===== src/rtl/oag_cfg.svh =====
// constants for the operand address generator
// assumes a 16-bit address bus and 8-bit data bus
`ifndef OAG_CFG_SVH
`define OAG_CFG_SVH
`define OAG_ADDR_W     16
`define OAG_DATA_W     8
`define OAG_ZERO_PAGE  8'h00
`define OAG_LEN_ONE    2'h1
`define OAG_LEN_TWO    2'h2
`define OAG_LEN_THREE  2'h3
`define OAG_RST_ADDR   16'h0000
`define OAG_RST_BYTE   8'h00
`endif


===== src/rtl/oag_pkg.sv =====
// types shared by the operand address generator
// assumes nothing beyond the config header
package oag_pkg;
  typedef enum logic [3:0] {
    OAG_INH,
    OAG_IMM,
    OAG_DIR,
    OAG_EXT,
    OAG_IX0,
    OAG_IX1,
    OAG_IX2,
    OAG_REL,
    OAG_MUL
  } oag_mode_t;
  typedef enum logic [1:0] {
    OAG_IDLE,
    OAG_BYTE1,
    OAG_BYTE2
  } oag_state_t;
endpackage


===== src/rtl/oag_core.sv =====
// operand address generator: collects operand bytes, forms effective address
// assumes the sequencer supplies the decoded mode and the fetched bytes in order
`timescale 1ns/1ps
`include "oag_cfg.svh"
module oag_core
  import oag_pkg::*;
(
  input  wire logic        clock,
  input  wire logic        sys_rst,
  input  wire logic        start,
  input  wire oag_mode_t   mode,
  input  wire logic        branch_taken,
  input  wire logic [15:0] pc_next,
  input  wire logic [7:0]  acc_in,
  input  wire logic [7:0]  idx_in,
  input  wire logic        byte_valid,
  input  wire logic [7:0]  byte_data,
  output logic             done,
  output logic [1:0]       instr_len,
  output logic             addr_valid,
  output logic [15:0]      eff_addr,
  output logic             imm_valid,
  output logic [7:0]       imm_data,
  output logic             pc_load,
  output logic [15:0]      pc_target,
  output logic             mul_valid,
  output logic [7:0]       acc_out,
  output logic [7:0]       idx_out,
  output logic             busy
);
  // ************************************************************
  // sequencing
  // ************************************************************
  oag_state_t  state_q;
  oag_mode_t   mode_q;
  logic [7:0]  first_q;
  logic [7:0]  idx_q;
  logic        taken_q;
  logic [15:0] pc_q;
  logic        finish;
  logic [15:0] ea_d;
  logic [15:0] tgt_d;
  logic        one_byte;

  // modes with no operand bytes finish on the start cycle
  assign one_byte = (mode == OAG_INH) || (mode == OAG_IX0) || (mode == OAG_MUL);

  always_ff @(posedge clock) begin
    if (sys_rst) begin
      state_q <= OAG_IDLE;
      mode_q  <= OAG_INH;
      first_q <= `OAG_RST_BYTE;
      idx_q   <= `OAG_RST_BYTE;
      taken_q <= 1'b0;
      pc_q    <= `OAG_RST_ADDR;
    end else begin
      case (state_q)
        OAG_IDLE: begin
          if (start && !one_byte) begin
            state_q <= OAG_BYTE1;
            mode_q  <= mode;
            idx_q   <= idx_in;
            taken_q <= branch_taken;
            pc_q    <= pc_next;
          end
        end
        OAG_BYTE1: begin
          if (byte_valid) begin
            first_q <= byte_data;
            // three-byte forms need a second operand byte
            if (mode_q == OAG_EXT || mode_q == OAG_IX2) begin
              state_q <= OAG_BYTE2;
            end else begin
              state_q <= OAG_IDLE;
            end
          end
        end
        OAG_BYTE2: begin
          if (byte_valid) begin
            state_q <= OAG_IDLE;
          end
        end
        default: begin
          state_q <= OAG_IDLE;
        end
      endcase
    end
  end

  assign finish = (state_q == OAG_BYTE2 && byte_valid) ||
                  (state_q == OAG_BYTE1 && byte_valid &&
                   mode_q != OAG_EXT && mode_q != OAG_IX2);

  // ************************************************************
  // address arithmetic
  // ************************************************************
  always_comb begin
    ea_d  = `OAG_RST_ADDR;
    tgt_d = pc_q;
    case (mode_q)
      OAG_DIR: ea_d = {`OAG_ZERO_PAGE, byte_data};
      OAG_EXT: ea_d = {first_q, byte_data};
      OAG_IX1: ea_d = {8'h00, idx_q} + {8'h00, byte_data};
      OAG_IX2: ea_d = {first_q, byte_data} + {8'h00, idx_q};
      // only branches reach here; pc_q already points past the branch
      OAG_REL: tgt_d = taken_q ? pc_q + {{8{byte_data[7]}}, byte_data} : pc_q;
      default: ea_d = `OAG_RST_ADDR;
    endcase
  end

  // ************************************************************
  // registered outputs
  // ************************************************************
  always_ff @(posedge clock) begin
    if (sys_rst) begin
      done       <= 1'b0;
      instr_len  <= `OAG_LEN_ONE;
      addr_valid <= 1'b0;
      eff_addr   <= `OAG_RST_ADDR;
      imm_valid  <= 1'b0;
      imm_data   <= `OAG_RST_BYTE;
      pc_load    <= 1'b0;
      pc_target  <= `OAG_RST_ADDR;
    end else begin
      done       <= 1'b0;
      addr_valid <= 1'b0;
      imm_valid  <= 1'b0;
      pc_load    <= 1'b0;
      if (state_q == OAG_IDLE && start && one_byte) begin
        done      <= 1'b1;
        instr_len <= `OAG_LEN_ONE;
        if (mode == OAG_IX0) begin
          addr_valid <= 1'b1;
          eff_addr   <= {`OAG_ZERO_PAGE, idx_in};
        end
      end else if (finish) begin
        done <= 1'b1;
        case (mode_q)
          OAG_IMM: begin
            instr_len <= `OAG_LEN_TWO;
            imm_valid <= 1'b1;
            imm_data  <= byte_data;
          end
          OAG_REL: begin
            instr_len <= `OAG_LEN_TWO;
            pc_load   <= 1'b1;
            pc_target <= tgt_d;
          end
          OAG_EXT, OAG_IX2: begin
            instr_len  <= `OAG_LEN_THREE;
            addr_valid <= 1'b1;
            eff_addr   <= ea_d;
          end
          default: begin
            instr_len  <= `OAG_LEN_TWO;
            addr_valid <= 1'b1;
            eff_addr   <= ea_d;
          end
        endcase
      end
    end
  end

  // ************************************************************
  // unsigned multiply
  // ************************************************************
  logic [15:0] prod;
  assign prod = {8'h00, acc_in} * {8'h00, idx_in};

  always_ff @(posedge clock) begin
    if (sys_rst) begin
      mul_valid <= 1'b0;
      acc_out   <= `OAG_RST_BYTE;
      idx_out   <= `OAG_RST_BYTE;
    end else begin
      mul_valid <= start && state_q == OAG_IDLE && mode == OAG_MUL;
      if (start && state_q == OAG_IDLE && mode == OAG_MUL) begin
        idx_out <= prod[15:8];
        acc_out <= prod[7:0];
      end
    end
  end

  always_ff @(posedge clock) begin
    if (sys_rst) begin
      busy <= 1'b0;
    end else begin
      busy <= (state_q == OAG_IDLE) ? (start && !one_byte) : !finish;
    end
  end
endmodule


===== config.mk =====
export PLATFORM = sky130hd
export DESIGN_NAME = oag_core
export DESIGN_NICKNAME = d
export VERILOG_FILES = /design/src/rtl/oag_pkg.sv /design/src/rtl/oag_core.sv
export VERILOG_INCLUDE_DIRS = /design/src /design/src/rtl
export SDC_FILE = /design/constraint.sdc
export NUM_CORES = 1
export LEC_CHECK = 0
export BUFFER_PORTS_ARGS = -buffer_cell sky130_fd_sc_hd__buf_2
export CORE_MARGIN = 1.5
export CORE_UTILIZATION = 40
export DETAILED_ROUTE_END_ITERATION = 12
export PLACE_DENSITY = 0.6
export SLEW_MARGIN = 30
export SYNTH_ARGS = -nofsm -noshare
export SYNTH_HDL_FRONTEND = slang
export SYNTH_SLANG_ARGS = --single-unit
export TNS_END_PERCENT = 100

===== constraint.sdc =====
create_clock -name clock -period 6.74 [get_ports clock]
set_input_delay 1.348 -clock clock [delete_from_list [all_inputs] [get_ports clock]]
set_output_delay 1.348 -clock clock [all_outputs]
set_load 0.05 [all_outputs]

==> run_results.csv, run 1 <==
group,metric,value,unit
yosys,ys_top_cells_by_area,"dfxtp_1 28%, fa_1 10%, ha_1 10%",
sta,hold_viol,0,
worst_setup_path,required,7.01,ns
worst_setup_path,path_class,"input port to register",
floorplan,initial_core_util,0.406,
clock_network,numCtsBuffers,9,
worst_hold_path,min_path_cells,2,
placed_design,dp_hpwl,13800,µm
layout,antenna_cells,0,
detailed_routing,ant_nets,0,
clock_network,cts.repair.resized,0,
clock_network,clk_latency,0.36,ns
yosys,synth_edf_count,0,
clock_network,clock_path_buffers,2,
power_and_ir_drop,internal-power,1200,µW
yosys,syn_area,7250,µm²
run,cap_viol_max_count,0,
yosys,synth_top_area_cell,"dfxtp_1",
clock_network,cts_root_buf,"clkbuf_16",
worst_setup_path,cp.arrival,5.50,ns
yosys,syn_avg_cell_area,8.45,µm²
layout,nNetsFinal,1094,
status,status,"finished, final reports clean",
sta,rsz0062_at_grt,"false",
worst_hold_path,hold_path_startpoint,"eff_addr[5]",
yosys,ys_seq_elements,103,
global_routing,grt_pass1_wl,29400,µm
global_routing,grt-ovfl-total,0,
yosys,synth_ff_type,"dfxtp_1",
yosys,synth_cells,858,
yosys,synthArstFlopShare,0,
detailed_routing,first_pass_iters,4,
power_and_ir_drop,leakagePower,0.00373,µW
global_routing,antenna_found_initial,0,
global_routing,grt_pass1_vias,5715,
worst_setup_path,cp-end-kind,"register",
floorplan,core,17800,µm²
sta,setup-tns-final,0,ns
yosys,yosysUniqueCellTypes,72,
worst_setup_path,critPathMaxFanout,10,
power_and_ir_drop,combPwrFrac,0.351,
placed_design,dpl_cell_area,7980,µm²
power_and_ir_drop,power.switching,651,µW
clock_network,cts.sinks,103,
detailed_routing,drtIter0Drc,329,
worst_hold_path,whs_endpoint,"eff_addr[5]",
global_routing,grt_max_degree,50,
floorplan,io_pins,113,
power_and_ir_drop,p_per_area,224,nW/µm²
floorplan,core.rowCount,49,
layout,syn_to_final_growth,14.3,%
detailed_routing,totalWireLength,18400,µm
sta,setup_violations,0,
yosys,syn_nets,1004,
detailed_routing,viasPerCell,5.25,
detailed_routing,vias,6210,
clock_network,cts_tree,"done",
sta,max_slew_margin,0.377,
yosys,ys_seq_area_frac,0.284,
yosys,synth_top_area_share,0.284,
sta,fmax,192,MHz
floorplan,die_w,138,µm
power_and_ir_drop,p_seq_frac,0.348,
power_and_ir_drop,swShare,0.351,
floorplan,die_y,138,µm
sta,slew_viol_final,0,
worst_hold_path,min_path_type,"register to register",
yosys,yosysWarnings,0,
yosys,synthTopCellsByCount,"135 x nand2_1, 103 x dfxtp_1, 86 x a21oi_1",
clock_network,cts_hold_buf,0,
detailed_routing,drc,0,
power_and_ir_drop,clkPwrFrac,0.301,
sta,finClkSkew,0.00709,ns
clock_network,clk_pin_slew_worst_paths,0.08,ns
worst_setup_path,rrSetupSlack,4.12,ns
power_and_ir_drop,peakVddDrop,0.116,mV
worst_setup_path,rr_startpoint,"mode_q[1]",
clock_network,post-cts-setup-buffers,0,
global_routing,grt.total_usage,0.199,
layout,fin_area,8290,µm²
worst_setup_path,start_kind,"input port",
yosys,synth_most_common_cell,"nand2_1",
placed_design,place_congestion,0.811,
worst_setup_path,r2r_cells,7,
floorplan,dieArea,18900,µm²
sta,tightestPinTransition,0.933,ns
clock_network,h-tree-depth,3,
placed_design,portBuffers,112,
layout,drive_gt1_frac,0.161,
sta,final.min_clock_period,5.22,ns
sta,fin_crit_sh,0.775,
worst_setup_path,r2r_end,"eff_addr[6]",
detailed_routing,post_drt_wl_per_cell,15.5,µm
layer usage:
metal / vias to the layer above / track usage / share of wire / routed length [µm]
met1: 2922 / 0.286 / 0.49 / 9050
li1: 3146 / - / - / -
met5: - / 0 / 0 / 0
met3: 17 / 0.0305 / 0.047 / 862
met4: 0 / 0.0620 / 0.014 / 248
met2: 125 / 0.307 / 0.45 / 8200
sequential cells by signal, summed over array words and instances, names as in the netlist, 4 cells and up:
register,cells
eff_addr,16
pc_q,16
pc_target,16
acc_out,8
first_q,8
idx_out,8
idx_q,8
imm_data,8
mode_q,4
how the worst max path moves through the flow:
stage | startpoint | endpoint | cells after the start
CTS | idx_in[7] | idx_out[7] | 16
detailed placement | idx_in[7] | idx_out[7] | 16
floorplan | idx_in[7] | idx_out[6] | 17
global placement | idx_in[7] | idx_out[7] | 16
global route | acc_in[1] | idx_out[7] | 16
finish | idx_in[7] | idx_out[7] | 16
cell usage in the layout, fill, tap and decap left out, types with 3 or more instances in the layout:
cell type	instances
a2111oi_0	5
a211oi_1	20
a21o_1	10
a21oi_1	86
a221oi_1	7
a22o_1	4
a22oi_1	4
a31oi_1	6
a32o_1	4
and2_1	53
and3_1	3
buf_2	111
buf_4	3
clkbuf_16	9
dfxtp_1	103
fa_1	38
ha_1	59
inv_1	55
mux2i_1	17
nand2_1	134
nand2b_1	4
nand3_1	7
nor2_1	64
nor2b_1	5
nor3_1	13
nor3b_1	3
nor3b_2	3
o211ai_1	4
o21a_1	9
o21ai_0	19
o21ai_1	3
o21bai_1	3
xnor2_1	17
xor2_1	14
metrics by stage:
| step | util | total power (µW) | setup WS, ns | std cells | hold slack, ns |
|---|---|---|---|---|---|
| global route | 0.464 | 1980 | 1.22 | 1182 | 0.474 |
| floorplan | - | 1170 | 1.39 | 858 | 0.440 |
| global placement | 0.447 | 1300 | 1.21 | 1166 | 0.437 |
| finish | 0.464 | 1860 | 1.52 | 1182 | 0.448 |
| detailed placement | 0.447 | 1310 | 1.17 | 1166 | 0.442 |
| CTS | 0.464 | 1870 | 1.52 | 1182 | 0.452 |
cells by family after synthesis:
family / after synthesis / share of synthesized area
compound gates: 205 / 0.187
xor+xnor: 31 / 0.0374
fa+ha+maj: 97 / 0.207
buf+inv: 90 / 0.0488
flops: 103 / 0.284
mux: 17 / 0.0235
simple gates: 315 / 0.213
critical path, cell delays in order:
cell and delay [ns]:
buf_2 0.16, and2_1 0.17, fa_1 0.50, fa_1 0.53, fa_1 0.54, inv_1 0.05, fa_1 0.53, inv_1 0.04
ha_1 0.34, a2111oi_0 0.37, a21oi_1 0.07, o21ai_1 0.21, o21ai_0 0.13, a21oi_1 0.19, xnor2_1 0.09, a211oi_1 0.22
power by group through the flow:
stage	sequential [µW]	combinational, µW	clock (µW)
floorplan	671	496	0
global placement	660	644	0
detailed placement	661	647	0
CTS	646	655	568
global route	650	743	590
finish	646	651	558
layout make-up:
class,instances,area [µm²]
Fill cell,1832,9560
Multi-Input combinational cell,665,4850
Sequential cell,103,2060
Timing Repair Buffer,114,578
Tap cell,229,287
Clock buffer,11,243
Inverter,55,206
Clock inverter,5,63.8
Power figures use the tool's default switching activity.
==> inputs of run 2 (changes only) <==
==> constraint.sdc (replaced) <==
create_clock -name clock -period 5.4 [get_ports clock]
set_input_delay 1.08 -clock clock [delete_from_list [all_inputs] [get_ports clock]]
set_output_delay 1.08 -clock clock [all_outputs]
set_load 0.05 [all_outputs]
==> run 2 against run 1 <==
Via count fell by 0.18%. Register-to-register slack got worse by 1.4 ns. Global-route usage is 0.14 points lower. Non-clock buffer count unchanged. First-iteration DRC count shrank 14%. Wire length shrank 0.27%. Clock skew up 0.0059 ns. Final area shrank 0.33%. Clock power rose by 16%. Worst hold slack gained 0.0021 ns. Count of clock-buffer cells in the layout shrank 1. Critical endpoint unchanged. Largest power group unchanged.
==> run_results.csv, run 2 (same netlist as run 1, synthesis figures left out) <==
group,metric,value,unit
status,status,"finished, final reports clean",
floorplan,core,17800,µm²
clock_network,cts.repair.resized,0,
clock_network,h-tree-depth,3,
global_routing,grt_max_degree,79,
worst_setup_path,worstPathCellList,"buf_2 > and2_1 > fa_1 > fa_1 > fa_1 > inv_1 > fa_1 > inv_1 > ha_1 > a2111oi_0 > a21oi_1 > o21ai_1 > o21ai_0 > a21oi_1 > xnor2_1 > a211oi_1",
sta,fin_crit_sh,0.921,
floorplan,io_pins,113,
layout,fill_cells,1792,
clock_network,cts_root_buf,"clkbuf_16",
power_and_ir_drop,power.switching,819,µW
global_routing,grt_pass1_wl,29300,µm
global_routing,grt-ovfl-total,0,
sta,finClkSkew,0.0130,ns
worst_setup_path,cp-end-kind,"register",
worst_setup_path,critPathMaxFanout,10,
worst_setup_path,cp.arrival,5.25,ns
worst_setup_path,cp_num_buf_inv,3,
power_and_ir_drop,leakagePower,0.00372,µW
clock_network,clk_pin_slew_worst_paths,0.08,ns
layout,final_cell_mix,"134 x nand2_1, 111 x buf_2, 103 x dfxtp_1",
clock_network,post-cts-setup-buffers,0,
sta,fmax,201,MHz
placed_design,dp_worst_setup_slack,0.0888,ns
floorplan,die_y,138,µm
power_and_ir_drop,p_per_area,274,nW/µm²
worst_setup_path,r2r_cells,7,
global_routing,antenna_found_initial,0,
detailed_routing,vias,6199,
floorplan,initial_core_util,0.406,
layout,final_common_cell,"nand2_1",
worst_setup_path,start_kind,"input port",
sta,hold_viol,0,
layout,antenna_cells,0,
detailed_routing,totalWireLength,18300,µm
placed_design,place_congestion,0.809,
worst_setup_path,crit_path_start,"idx_in[7]",
power_and_ir_drop,internal-power,1440,µW
global_routing,grt_pass1_vias,5784,
layout,nNetsFinal,1094,
clock_network,clock_path_buffers,2,
sta,hold_ws,0.450,ns
worst_setup_path,slowest_delay,0.54,ns
worst_hold_path,min_path_type,"register to register",
worst_hold_path,min_path_cells,2,
layout,fin_area,8260,µm²
layout,top_regs,"eff_addr: 16 flops, pc_q: 16 flops, pc_target: 16 flops",
power_and_ir_drop,p_seq_frac,0.356,
detailed_routing,first_pass_iters,5,
worst_setup_path,cpMostUsedCell,"fa_1",
sta,setup-tns-final,0,ns
detailed_routing,drc,0,
power_and_ir_drop,clkPwrFrac,0.286,
sta,slew_viol_final,0,
detailed_routing,post_drt_wl_per_cell,15.5,µm
floorplan,die_w,138,µm
clock_network,cts.sinks,103,
placed_design,dp_hpwl,13700,µm
power_and_ir_drop,combPwrFrac,0.357,
sta,rsz0062_at_grt,"false",
floorplan,dieArea,18900,µm²
layout,syn_to_final_growth,13.9,%
clock_network,cts_tree,"done",
sta,tightestPinTransition,0.920,ns
worst_setup_path,slowest_stage,"fa_1",
power_and_ir_drop,peakVddDrop,0.141,mV
worst_setup_path,rr_startpoint,"mode_q[1]",
detailed_routing,drtIter0Drc,283,
worst_setup_path,path_class,"input port to register",
placed_design,dpl_cell_area,7980,µm²
sta,max_slew_margin,0.386,
clock_network,numCtsBuffers,9,
sta,final.min_clock_period,4.97,ns
sta,setup_ws,0.427,ns
clock_network,clk_latency,0.36,ns
worst_setup_path,cp.depth,16,
clock_network,cts_hold_buf,0,
placed_design,portBuffers,112,
layout,drive_gt1_frac,0.161,
detailed_routing,ant_nets,0,
floorplan,core.rowCount,49,
run,cap_viol_max_count,0,
worst_hold_path,hold_path_startpoint,"idx_out[0]",
global_routing,grt.total_usage,0.198,
worst_setup_path,critical-path-top-delay-family,"adder cells",
worst_setup_path,required,5.67,ns
detailed_routing,viasPerCell,5.24,
power_and_ir_drop,swShare,0.362,
sta,setup_violations,0,
-- run 2: power by group through the flow --
stage	sequential [µW]	clock, µW	combinational [µW]
finish	806	648	808
global route	811	684	927
CTS	806	658	814
detailed placement	824	0	805
global placement	824	0	805
floorplan	838	0	619
-- run 2: path summary, 6_finish.rpt --
check                     end  slack [ns]
setup / recovery   idx_out[7]        0.43
hold reg to reg    idx_out[0]        0.45
hold / removal     idx_out[0]        0.45
setup reg to reg  eff_addr[6]        2.77
-- run 2: worst register-to-register path: stages (launching register included) --
cell and delay (ns):
dfxtp_1 0.61, nand4bb_1 0.28, a31oi_2 0.43, a21oi_1 0.12, nor2_1 0.62, nor2_1 0.19, o21ai_0 0.16, o21ai_0 0.10
-- run 2: layout make-up --
type,count,area (µm²),area share
Inverter,55,206,0.0250
Timing Repair Buffer,114,578,0.0700
Sequential cell,103,2060,0.250
Clock buffer,10,229,0.0277
Tap cell,229,287,0.0347
Multi-Input combinational cell,665,4850,0.587
Clock inverter,6,50.0,0.00606
-- run 2: layer usage --
metal  wire length [µm]  global-route usage  up-vias  part of all wire
li1                   -                   -     3137                 -
met1               8980               0.279     2919              0.49
met2               8090               0.307      127              0.44
met3                972              0.0408       16             0.053
met4                261              0.0526        0             0.014
met5                  0                   0        -                 0
-- run 2: through the flow --
step | total power (µW) | util | std cells
6_report | 2260 | 0.463 | 1182
5_1_grt | 2420 | 0.463 | 1182
4_1_cts | 2280 | 0.463 | 1182
3_5_place_dp | 1630 | 0.447 | 1166
3_3_place_gp | 1630 | 0.447 | 1166
2_1_floorplan | 1460 | - | 858
